===== config.mk =====
export PLATFORM = sky130hd
export DESIGN_NAME = bvp_regs
export DESIGN_NICKNAME = d
export VERILOG_FILES = /design/src/hdl/bvp_pkg.sv /design/src/hdl/bvp_cfg_if.sv /design/src/hdl/bvp_strap_capture.sv /design/src/hdl/bvp_clock_select.sv /design/src/hdl/bvp_regs.sv
export SDC_FILE = /design/constraint.sdc
export NUM_CORES = 1
export LEC_CHECK = 0
export ABC_AREA = 1
export BUFFER_PORTS_ARGS = -buffer_cell sky130_fd_sc_hd__buf_2
export CAP_MARGIN = 10
export CORE_UTILIZATION = 45
export CTS_BUF_LIST = sky130_fd_sc_hd__clkbuf_4 sky130_fd_sc_hd__clkbuf_8
export CTS_CLUSTER_DIAMETER = 30
export CTS_CLUSTER_SIZE = 40
export DETAILED_ROUTE_END_ITERATION = 7
export PLACE_DENSITY = 0.86
export REMOVE_ABC_BUFFERS = 1
export SYNTH_ARGS = -nofsm -noshare
export SYNTH_HDL_FRONTEND = slang
export SYNTH_HIERARCHICAL = 1
export SYNTH_SLANG_ARGS = --single-unit

===== constraint.sdc =====
create_clock -name i_core_clk -period 1.15 [get_ports i_core_clk]
set_clock_uncertainty 0.05 [all_clocks]
set_input_delay 0.23 -clock i_core_clk [delete_from_list [all_inputs] [get_ports i_core_clk]]
set_output_delay 0.23 -clock i_core_clk [all_outputs]
set_load 0.05 [all_outputs]

===== src/hdl/bvp_pkg.sv =====
// Constants for the boot strap status and port group clock select registers.
// Assumes a single 100 MHz core clock and a plain strobe register port.
`default_nettype none
package bvp_pkg;
  localparam int          ADDR_W         = 12;
  localparam int          DATA_W         = 32;
  localparam int          NUM_GROUPS     = 8;
  localparam int          NUM_PORTS      = 24;
  localparam int          SEL_W          = 2;
  localparam int          STRAP_W        = 24;

  // ****************************************
  // Register offsets (byte addresses)
  // ****************************************
  localparam logic [11:0] OFS_STATUS     = 12'h004;
  localparam logic [11:0] OFS_CLK_SEL    = 12'h008;

  // ****************************************
  // Boot strap status field positions
  // ****************************************
  localparam int          MODE_LSB       = 0;
  localparam int          MODE_W         = 4;
  localparam int          FSEL_BIT       = 5;
  localparam int          SADDR_LSB      = 7;
  localparam int          SADDR_W        = 2;
  localparam int          HOLD_BIT       = 9;
  localparam int          SCHEME_LSB     = 14;
  localparam int          SCHEME_W       = 2;
  localparam int          STK0_LSB       = 16;
  localparam int          STK1_LSB       = 18;
  localparam int          STK01_W        = 2;
  localparam int          STK2_LSB       = 20;
  localparam int          STK3_LSB       = 25;
  localparam int          STK23_W        = 5;

  // ****************************************
  // Clock select encodings and reset value
  // ****************************************
  localparam logic [1:0]  SEL_GLOBAL     = 2'h0;
  localparam logic [1:0]  SEL_LOCAL      = 2'h1;
  localparam logic [15:0] CLK_SEL_RESET  = 16'h0000;
  localparam int          CLK_SEL_W      = 16;
  localparam logic [31:0] ZERO_WORD      = 32'h0000_0000;

  typedef enum logic [1:0] {
    BVP_FETCH_IDLE,
    BVP_FETCH_CAPTURE,
    BVP_FETCH_DONE
  } bvp_fetch_state_t;
endpackage : bvp_pkg
`default_nettype wire


===== src/hdl/bvp_cfg_if.sv =====
// Carries the register write path and captured straps between the modules.
// Assumes all members are in the core clock domain.
`default_nettype none
interface bvp_cfg_if;
  logic                                      wr_en;
  logic [bvp_pkg::CLK_SEL_W-1:0]             wr_data;
  logic [bvp_pkg::CLK_SEL_W-1:0]             clk_sel;
  logic [bvp_pkg::STRAP_W-1:0]               straps;
  logic                                      straps_valid;
  modport regs   (input wr_en, input wr_data, output clk_sel);
  modport master (output wr_en, output wr_data, input clk_sel);
  modport cap    (output straps, output straps_valid);
  modport use_   (input straps, input straps_valid);
endinterface : bvp_cfg_if
`default_nettype wire


===== src/hdl/bvp_strap_capture.sv =====
// Captures the boot straps once after fundamental reset release.
// Assumes straps are stable and synchronous to the core clock at release.
`default_nettype none
module bvp_strap_capture (
  input  wire logic i_core_clk,
  input  wire logic i_rst_n,
  input  wire logic [bvp_pkg::STRAP_W-1:0] i_straps,
  bvp_cfg_if.cap    cfg
);
  bvp_pkg::bvp_fetch_state_t state;

  // Reset loads constants only; the strap level is taken on the first clock edge after release
  always_ff @(posedge i_core_clk or negedge i_rst_n) begin
    if (!i_rst_n) begin
      state <= bvp_pkg::BVP_FETCH_IDLE;
    end else begin
      case (state)
        bvp_pkg::BVP_FETCH_IDLE:    state <= bvp_pkg::BVP_FETCH_CAPTURE;
        bvp_pkg::BVP_FETCH_CAPTURE: state <= bvp_pkg::BVP_FETCH_DONE;
        bvp_pkg::BVP_FETCH_DONE:    state <= bvp_pkg::BVP_FETCH_DONE;
        default:                    state <= bvp_pkg::BVP_FETCH_IDLE;
      endcase
    end
  end

  always_ff @(posedge i_core_clk or negedge i_rst_n) begin
    if (!i_rst_n) begin
      cfg.straps <= '0;
    end else if (state == bvp_pkg::BVP_FETCH_IDLE) begin
      cfg.straps <= i_straps;
    end
  end

  assign cfg.straps_valid = (state != bvp_pkg::BVP_FETCH_IDLE);
endmodule : bvp_strap_capture
`default_nettype wire


===== src/hdl/bvp_clock_select.sv =====
// Holds the port group clock select fields.
// Assumes only fundamental reset reaches i_rst_n; soft resets never do.
`default_nettype none
module bvp_clock_select (
  input  wire logic i_core_clk,
  input  wire logic i_rst_n,
  bvp_cfg_if.regs   cfg
);
  // Fields are sticky: no soft reset input exists, so only fundamental reset clears them
  always_ff @(posedge i_core_clk or negedge i_rst_n) begin
    if (!i_rst_n) begin
      cfg.clk_sel <= bvp_pkg::CLK_SEL_RESET;
    end else if (cfg.wr_en) begin
      cfg.clk_sel <= cfg.wr_data;
    end
  end
endmodule : bvp_clock_select
`default_nettype wire


===== src/hdl/bvp_regs.sv =====
// Boot strap status and port group clock select register bank.
// Assumes straps are stable during and just after fundamental reset, and a
// register master that follows the plain strobe protocol on the core clock.
//
// Our own choice: the strobed register port.
`default_nettype none
module bvp_regs (
  input  wire logic                          i_core_clk,
  input  wire logic                          i_rst_n,
  input  wire logic [3:0]                    i_switch_operating_mode,
  input  wire logic                          i_global_clock_freq_select,
  input  wire logic [1:0]                    i_mgmt_slave_address,
  input  wire logic                          i_reset_hold_strap,
  input  wire logic [1:0]                    i_ref_clock_scheme,
  input  wire logic [1:0]                    i_stack0_initial_config,
  input  wire logic [1:0]                    i_stack1_initial_config,
  input  wire logic [4:0]                    i_stack2_initial_config,
  input  wire logic [4:0]                    i_stack3_initial_config,
  input  wire logic                          i_reset_hold_release,
  input  wire logic [bvp_pkg::ADDR_W-1:0]    i_addr,
  input  wire logic [bvp_pkg::DATA_W-1:0]    i_wdata,
  input  wire logic                          i_wr,
  input  wire logic                          i_rd,
  output logic      [bvp_pkg::DATA_W-1:0]    o_rdata,
  output logic      [bvp_pkg::NUM_PORTS-1:0] o_port_local_clock,
  output logic                               o_switch_hold
);
  bvp_cfg_if cfg ();

  logic [bvp_pkg::DATA_W-1:0]  status_word;
  logic [bvp_pkg::DATA_W-1:0]  next_rdata;
  logic                        hold;

  // ****************************************
  // Strap capture
  // ****************************************
  bvp_strap_capture u_cap (
    .i_core_clk (i_core_clk),
    .i_rst_n    (i_rst_n),
    .i_straps   ({i_stack3_initial_config, i_stack2_initial_config,
                  i_stack1_initial_config, i_stack0_initial_config,
                  i_ref_clock_scheme, i_reset_hold_strap, i_mgmt_slave_address,
                  i_global_clock_freq_select, i_switch_operating_mode}),
    .cfg        (cfg.cap)
  );

  // ****************************************
  // Status word assembly
  // ****************************************
  logic [bvp_pkg::STRAP_W-1:0] s;
  assign s = cfg.straps;

  always_comb begin
    status_word = bvp_pkg::ZERO_WORD;
    status_word[bvp_pkg::MODE_LSB +: bvp_pkg::MODE_W] = s[3:0];
    status_word[bvp_pkg::FSEL_BIT] = s[4];
    status_word[bvp_pkg::SADDR_LSB +: bvp_pkg::SADDR_W] = s[6:5];
    status_word[bvp_pkg::HOLD_BIT] = s[7];
    status_word[bvp_pkg::SCHEME_LSB +: bvp_pkg::SCHEME_W] = s[9:8];
    status_word[bvp_pkg::STK0_LSB +: bvp_pkg::STK01_W] = s[11:10];
    status_word[bvp_pkg::STK1_LSB +: bvp_pkg::STK01_W] = s[13:12];
    status_word[bvp_pkg::STK2_LSB +: bvp_pkg::STK23_W] = s[18:14];
    status_word[bvp_pkg::STK3_LSB +: bvp_pkg::STK23_W] = s[23:19];
  end

  // ****************************************
  // Clock select register
  // ****************************************
  // Status register has no write path at all, so writes to it are dropped
  assign cfg.wr_en   = i_wr && (i_addr == bvp_pkg::OFS_CLK_SEL);
  assign cfg.wr_data = i_wdata[bvp_pkg::CLK_SEL_W-1:0];

  bvp_clock_select u_sel (
    .i_core_clk (i_core_clk),
    .i_rst_n    (i_rst_n),
    .cfg        (cfg.regs)
  );

  // ****************************************
  // Read port
  // ****************************************
  always_comb begin
    next_rdata = bvp_pkg::ZERO_WORD;
    case (i_addr)
      bvp_pkg::OFS_STATUS:  next_rdata = status_word;
      bvp_pkg::OFS_CLK_SEL: next_rdata = {16'h0000, cfg.clk_sel};
      default:              next_rdata = bvp_pkg::ZERO_WORD;
    endcase
  end

  // Data stands only in the cycle after the read strobe
  always_ff @(posedge i_core_clk or negedge i_rst_n) begin
    if (!i_rst_n) begin
      o_rdata <= bvp_pkg::ZERO_WORD;
    end else if (i_rd) begin
      o_rdata <= next_rdata;
    end else begin
      o_rdata <= bvp_pkg::ZERO_WORD;
    end
  end

  // ****************************************
  // Per-port clock steering
  // ****************************************
  // Pairs for ports 0-7, groups of four for 8-23; reserved codes fall back to global
  genvar p;
  generate
    for (p = 0; p < bvp_pkg::NUM_PORTS; p++) begin : g_port
      localparam int GRP = (p < 8) ? (p / 2) : (4 + (p - 8) / 4);
      always_ff @(posedge i_core_clk or negedge i_rst_n) begin
        if (!i_rst_n) begin
          o_port_local_clock[p] <= 1'b0;
        end else begin
          o_port_local_clock[p] <=
            (cfg.clk_sel[GRP*bvp_pkg::SEL_W +: bvp_pkg::SEL_W] == bvp_pkg::SEL_LOCAL);
        end
      end
    end
  endgenerate

  // ****************************************
  // Reset hold
  // ****************************************
  // Held from reset until the strap is seen clear or software releases it;
  // the register port stays live throughout so software can initialise.
  always_ff @(posedge i_core_clk or negedge i_rst_n) begin
    if (!i_rst_n) begin
      hold <= 1'b1;
    end else if (i_reset_hold_release) begin
      hold <= 1'b0;
    end else if (cfg.straps_valid && !s[7]) begin
      hold <= 1'b0;
    end
  end

  assign o_switch_hold = hold;
endmodule : bvp_regs
`default_nettype wire


Word level (Yosys, flattened, before mapping)
Cells that the tools add are included.
{ "word_totals": {"word_cells": 37, "in_bits": 73, "register_bits": 83} }
{ "classes": {"eq_ne": 12, "n_reduce_logical": 7, "mux": 5} }
{ "op_table": {"columns": ["cell", "count"], "rows": [
  ["$pmux 30 s2", 1],
  ["$mux 30", 1],
  ["$eq 2x1->1 const B", 9],
  ["$eq 12x3->1 const B", 1],
  ["$eq 12x4->1 const B", 1],
  ["$pmux 2 s2", 1],
  ["$reduce_bool 2->1", 2],
  ["$eq 2x2->1 const B", 1],
  ["$logic_and 1x1->1", 2],
  ["$logic_not 2->1", 1],
  ["$mux 1", 2],
  ["$reduce_or 2->1", 1],
  ["$logic_not 1->1", 1]
]} }

Longest topological paths before layout
Gate-level depths: netlist (run 1).
{ "logic_depth": {"word_depth": 4, "mapped_depth": 9} }

By module
Netlist (run 1), hierarchy kept.
{ "modules_own_cells": {"columns": ["mod", "seq_area_each_um2", "cells_per_inst", "area_per_inst_um2", "n_inst"], "rows": [
  ["bvp_regs", 977.2, 168, 1599.0, 1],
  ["bvp_strap_capture", 650.6, 108, 1042.2, 1],
  ["bvp_clock_select", 400.4, 68, 644.4, 1]
]} }

Least setup slack after synthesis (run 1)
Ideal clock, no wire load.
{ "synth_path": {"path_kind": "in2reg", "startpoint": "input port i_addr[11] (netlist bit)", "endpoint": "register u_sel.cfg.clk_sel[5]", "setup_slack_ps": -110, "required_ps": 984, "n_path_buf": 2, "t_arrival_ps": 1094, "cell_stages": 9, "path_cell_list": "nor2_1 -> nand2_1 -> nor2_4 -> and3_1 -> buf_6 -> inv_6 -> buf_12 -> nand2_1 -> nand2_1"} }
{ "synth_via": {"elab_chain_len": 2} }
{ "synth_rtl": {"columns": ["item", "line", "text"], "rows": [
  ["from (decl)", "bvp_regs.sv:20", "input wire logic [bvp_pkg::ADDR_W-1:0] i_addr,"],
  ["$eq 12x4->1", "bvp_regs.sv:70", "assign cfg.wr_en = i_wr && (i_addr == bvp_pkg::OFS_CLK_SEL);"],
  ["$logic_and 1x1->1", "bvp_regs.sv:70", null],
  ["named net cfg.wr_en", "bvp_cfg_if.sv:5", "logic wr_en;"],
  ["to (signal assigned)", "bvp_clock_select.sv:12", "cfg.clk_sel <= bvp_pkg::CLK_SEL_RESET;"],
  ["to (signal assigned)", "bvp_clock_select.sv:14", "cfg.clk_sel <= cfg.wr_data;"],
  ["to (decl)", "bvp_cfg_if.sv:10", "modport regs (input wr_en, input wr_data, output clk_sel);"]
]} }
The timed path passes the listed nets, and every way through them passes these cells.
A chain may end at the register's enable or synchronous reset.

==> results.toml, run 1 <==
[synthesis]
yosysUniqueCellTypes = 19
syn-cell-area_um2 = 3286
synthTopCellsByArea = "dfrtp_1 61%, nand2_1 14%, buf_4 5.0%, nor2_1 4.1%, inv_1 3.4%"
synth_top_area_share_pct = 60.93
synthCells = 344
yosysSeqAreaShare_pct = 61.73
yosys_warnings = 6
synth.largest_area_cell = "dfrtp_1"
syn_area_per_cell_um2 = 9.551
ys_seq_elements = 81

[route]
dr.pass1.iters = 5
vias_per_cell = 4.746
drtIter0Drc = 107
routedWlPerCell_um = 13.74
routed_wl_mm = 7.638
drc = 0
vias = 2639
ant_nets = 0

[finish]
area_growth_pct = 36.37
final_area_um2 = 4481
insertedDiodeCount = 0
nNetsFinal = 532
fin_util_pct = 64.87
drive_gt1_share_pct = 37.17
regArea_um2 = 2031
multiInputGateArea_um2 = 874.6
fill_cells = 519
fin_cells = 556

[power]
power.density_nw_per_um2 = 1202
power_frac_clock_pct = 40.0
leakagePower_nw = 2.502
switchingPower_mw = 1.140
intPower_mw = 4.245
seqPwrFrac_pct = 54.3
max-vdd-ir-drop_v = 0.0007283
sw_frac_of_total_pct = 21.17
power_mw = 5.385
power_frac_comb_pct = 5.7

[timing]
drv_slew = 0
max_clock_freq_mhz = 751.6
timing.final.crit_share_pct = 115.7
fin_hold_ws_ns = 0.03349
setup_ws_ns = -0.1805
setup_viol = 44
rsz0062_at_grt = "yes"
finalCriticalPeriod_ns = 1.330
final_hold_viol_count = 0

[setup_path]
critPathTopFamily = "flip-flops"
critPathMaxFanout = 3
crit_path_top_delay_cell = "dfrtp_1"
cp_common_cell = "buf_6"
path_cells = "buf_6 > buf_6"
slowest_delay_ns = 0.42
timing.rr.start = "u_cap/state[1]$_DFF_PN0_"
critPathCaptureType = "primary output"
worst_r2r_endpoint = "u_cap/cfg.straps[10]$_DFFE_PN0N_"
startpoint_type = "flop"
rrSetupSlack_ns = 0.05
r2r_cells = 5
cp.required_ns = 0.87
arrival_ns = 1.05
critical_path_class = "reg -> out"
crit_buf_inv = 2

[cts]
cts_sinks = 81
clk_latency_ns = 0.34
cts_max_path_buffers = 2
cts.clk_slew.worst_paths_ns = 0.08
root_buffer = "clkbuf_8"
cts_buffers = 9
cts_tree = "built"
cts_htree_levels = 3

[status]
status = "finished with violations"
violations = "setup timing"

[die]
initial_utilization_pct = 47.57
die_w_um = 87.45
pin_count = 130
die_height_um = 87.45
die-area_um2 = 7648
coreArea_um2 = 6907
num_rows = 30

[placed_design]
post-dp-hpwl_mm = 5.110
dp_cells = 537
gp_congestion = 0.8479
place_area_um2 = 3857
numPortBuffers = 111

[global_routing]
grt_max_degree = 26
grt_antenna_before_repair = 0
grt_first_pass_wirelength_mm = 12.29
grt_util_all_layers_pct = 21.58
grt_pass1_vias = 2663
grt_overflow = 0

[hold_path]
holdPathEnd = "u_cap/cfg.straps[16]$_DFFE_PN0N_"
whs_path_depth = 3
hold_class = "in -> reg"
hp-start = "i_stack2_initial_config[2]"

[flow_run]
maxCapViolations = 0
metrics by stage:
stage,setup slack [ns],TNS [ns]
final,-0.1805,-2.654
after global routing,-0.2146,-4.073
after CTS,-0.1690,-2.929
after detailed placement,-0.2864,-9.769
after global placement,-0.2588,-8.296
after floorplan,-0.6087,-28.20
flip-flops by register name, indices dropped and copies added, names as in the netlist:
register,cells
u_cap/cfg.straps,24
u_cap/state,2
u_sel/cfg.clk_sel,16
o_rdata,30
o_switch_hold,1
o_port_local_clock,8
placed cells by master, fill, tap and decap left out, drive strengths merged:
master         n
clkinv         2
dfrtp         80
buf          130
nand4         10
clkbuf        10
nand3         11
ha             2
and3           1
dlygate4sd3    2
nand2        136
nor2          37
inv           33
bufinv         2
conb           2
dfstp          1
o21ai          1
how the worst max path moves through the flow:
stage | cells after the start | start | to | slack (ns)
global route | 2 | o_port_local_clock[12]$_DFF_PN0_ | o_port_local_clock[14] | -0.21
CTS | 1 | o_switch_hold$_DFFE_PN1P_ | o_switch_hold | -0.17
finish | 2 | o_port_local_clock[12]$_DFF_PN0_ | o_port_local_clock[14] | -0.18
floorplan | 0 | o_port_local_clock[8]$_DFF_PN0_ | o_port_local_clock[10] | -0.61
detailed placement | 8 | i_addr[2] | u_sel/cfg.clk_sel[2]$_DFFE_PN0P_ | -0.29
global placement | 8 | i_addr[2] | u_sel/cfg.clk_sel[0]$_DFFE_PN0P_ | -0.26
layer usage:
layer,track usage (%),up-vias,share of wire (%)
met5,0,-,0
met4,14.31,0,4.5
met3,3.697,33,5.5
met2,37.71,123,53
met1,24.15,1245,37
li1,-,1238,-
cells in the mapped netlist (all sizes together):
cell type	instances
dfstp	1
nand4	10
conb	1
and3	1
dfrtp	80
ha	2
clkbuf	1
o21ai	1
buf	31
nor2	37
inv	32
nand3	11
nand2	136
area by class of cell:
cell class                 instances  area share (%)
clock buffer                      10           2.932
clock inverter                     4           1.564
inverter                          32           2.904
multi-input combinational        200           19.52
sequential                        81           45.32
tap                               96           2.681
timing repair buffer             132           24.94
timing repair inverter             1          0.1396
worst register-to-register path: cells and delay by family (launching register included):
family,cells,cell delay [ns]
flops,1,0.38
buf+inv,2,0.25
simple gates,2,0.14
fa+ha+maj,1,0.20
power groups by stage:
stage                     logic [mW]  clock network [mW]  registers, mW
after floorplan               0.0741                   0           2.98
after global placement         0.288                   0           2.98
after detailed placement       0.295                   0           2.98
after CTS                      0.307                2.16           2.92
after global routing           0.345                2.29           2.93
final                          0.306                2.16           2.92
cell families after synthesis:
logic type | count (synthesis) | synth area share (%)
adder cells (fa/ha/maj) | 2 | 0.7615
flip-flops | 81 | 61.73
buffers and inverters | 64 | 12.34
AO/OA/AOI/OAI | 1 | 0.1522
AND/OR/NAND/NOR | 195 | 24.90
other | 1 | 0.1141
timing repair:
| item | in CTS | in global routing |
|---|---|---|
| gates cloned | 1 | 0 |
| resized for setup | 109 | 16 |
| endpoints found under the setup margin | 80 | 91 |
| buffers inserted | 2 | 0 |
| hold buffers | 2 | 0 |
| hold endpoints to repair | 21 | 0 |
| pin swaps | 0 | 1 |
Note: power is estimated with default switching activity, not from simulation.
==> run 2: changes to the inputs <==
Settings changed: CORE_ASPECT_RATIO set to 1.1.
==> results.toml, run 2 (synthesized netlist as in run 1, its figures left out) <==
[global_routing]
grt_first_pass_wirelength_mm = 12.37
grt_antenna_before_repair = 0
grt_pass1_vias = 2638
grt_max_degree = 31
grt_util_all_layers_pct = 20.99
grt_overflow = 0

[timing]
drv_slew = 0
timing.final.crit_share_pct = 115.6
rsz0062_at_grt = "yes"
fin_hold_ws_ns = 0.03924
setup_ws_ns = -0.1799
finalCriticalPeriod_ns = 1.330
setup_viol = 38
max_clock_freq_mhz = 751.9
final_hold_viol_count = 0
setup_tns_ns = -2.360

[route]
drtIter0Drc = 141
ant_nets = 0
vias_per_cell = 4.760
routed_wl_mm = 7.591
dr.pass1.iters = 4
vias = 2599
routedWlPerCell_um = 13.90
drc = 0

[finish]
drive_gt1_share_pct = 37.31
mostFrequentLayoutCell = "nand2_1"
reg_top3 = "o_rdata x30, u_cap/cfg.straps x24, u_sel/cfg.clk_sel x16"
largest_reg_flops = 30
fill_cells = 530
area_growth_pct = 35.80
regMostFlops = "o_rdata"
insertedDiodeCount = 0
nNetsFinal = 534
multiInputGateArea_um2 = 872.1
regArea_um2 = 2031
final_cell_mix = "120 x nand2_1, 78 x dfrtp_1, 55 x buf_2, 53 x buf_6, 36 x nor2_1"

[cts]
cts_max_path_buffers = 2
clk_latency_ns = 0.34
cts_tree = "built"
cts_sinks = 81
cts.clk_slew.worst_paths_ns = 0.08
cts_htree_levels = 3
root_buffer = "clkbuf_8"
cts_buffers = 9

[die]
die_height_um = 91.62
die-area_um2 = 7648
initial_utilization_pct = 46.63
coreArea_um2 = 7047
die_w_um = 83.47
num_rows = 32
pin_count = 130

[status]
status = "finished with violations"
violations = "setup timing"

[power]
power_mw = 4.984
leakagePower_nw = 2.505
power.density_nw_per_um2 = 1117
max-vdd-ir-drop_v = 0.0006964

[placed_design]
gp_congestion = 0.7864
numPortBuffers = 111
post-dp-hpwl_mm = 5.038

[flow_run]
maxCapViolations = 0

[setup_path]
arrival_ns = 1.05
critical_path_class = "reg -> out"
rrSetupSlack_ns = 0.06
critPathLaunch = "o_port_local_clock[12]$_DFF_PN0_"
cp.required_ns = 0.87
critPathMaxFanout = 3
critPathCaptureType = "primary output"
timing.rr.start = "u_cap/state[1]$_DFF_PN0_"
worst_r2r_endpoint = "u_cap/cfg.straps[7]$_DFFE_PN0N_"
startpoint_type = "flop"
r2r_cells = 6
crit_end = "o_port_local_clock[12]"

[hold_path]
hp-start = "i_stack2_initial_config[3]"
hold_class = "in -> reg"
## run 2: how the worst min path moves through the flow
stage	cells past startpoint	to
2_1_floorplan	0	o_port_local_clock[12]$_DFF_PN0_
3_3_place_gp	1	o_rdata[18]$_DFF_PN0_
3_5_place_dp	1	u_cap/cfg.straps[14]$_DFFE_PN0N_
4_1_cts	3	u_cap/cfg.straps[17]$_DFFE_PN0N_
5_1_grt	3	u_cap/cfg.straps[16]$_DFFE_PN0N_
6_report	3	u_cap/cfg.straps[17]$_DFFE_PN0N_
## run 2: cell type report
type / instances / share of cell area [%]
sequential: 81 / 45.51
timing repair buffer: 135 / 26.11
multi-input combinational: 200 / 19.55
clock buffer: 12 / 3.421
inverter: 32 / 2.916
tap: 85 / 2.384
clock inverter: 1 / 0.1122
## run 2: worst max-delay path: stages (launching register included)
cell and delay, ns:
dfrtp_1 0.42, buf_6 0.15, buf_6 0.14
## run 2: stage by stage
stage	setup slack (ns)	cells	cell area [um^2]	utilization, %
final	-0.1799	546	4462	63.32
after global routing	-0.2037	546	4462	63.32
after floorplan	-0.6087	313	3014	-
after detailed placement	-0.2745	529	3891	55.22
after CTS	-0.1659	546	4437	62.96
after global placement	-0.2028	529	3891	55.22
## run 2: power breakdown
group / leakage, nW / internal (mW) / total, mW / switching, mW
clock: 0.0850 / 0.853 / 1.75 / 0.896
combinational: 1.36 / 0.136 / 0.310 / 0.174
sequential: 1.06 / 2.89 / 2.92 / 0.0303
## run 2: routing by layer
| layer | track usage [%] | routed length, um |
|---|---|---|
| met1 | 24.48 | 2878 |
| met4 | 11.02 | 260 |
| met2 | 37.30 | 4067 |
| met3 | 3.420 | 386 |
| met5 | 0 | 0 |
## run 2: timing repair
item | 4_1_cts | 5_1_grt
setup buffers | 2 | 0
hold buffers | 2 | 0
cloned | 0 | 0
resized for setup | 111 | 11
endpoints found under the setup margin | 79 | 78
hold endpoints to repair | 26 | 0
pin swaps | 0 | 1
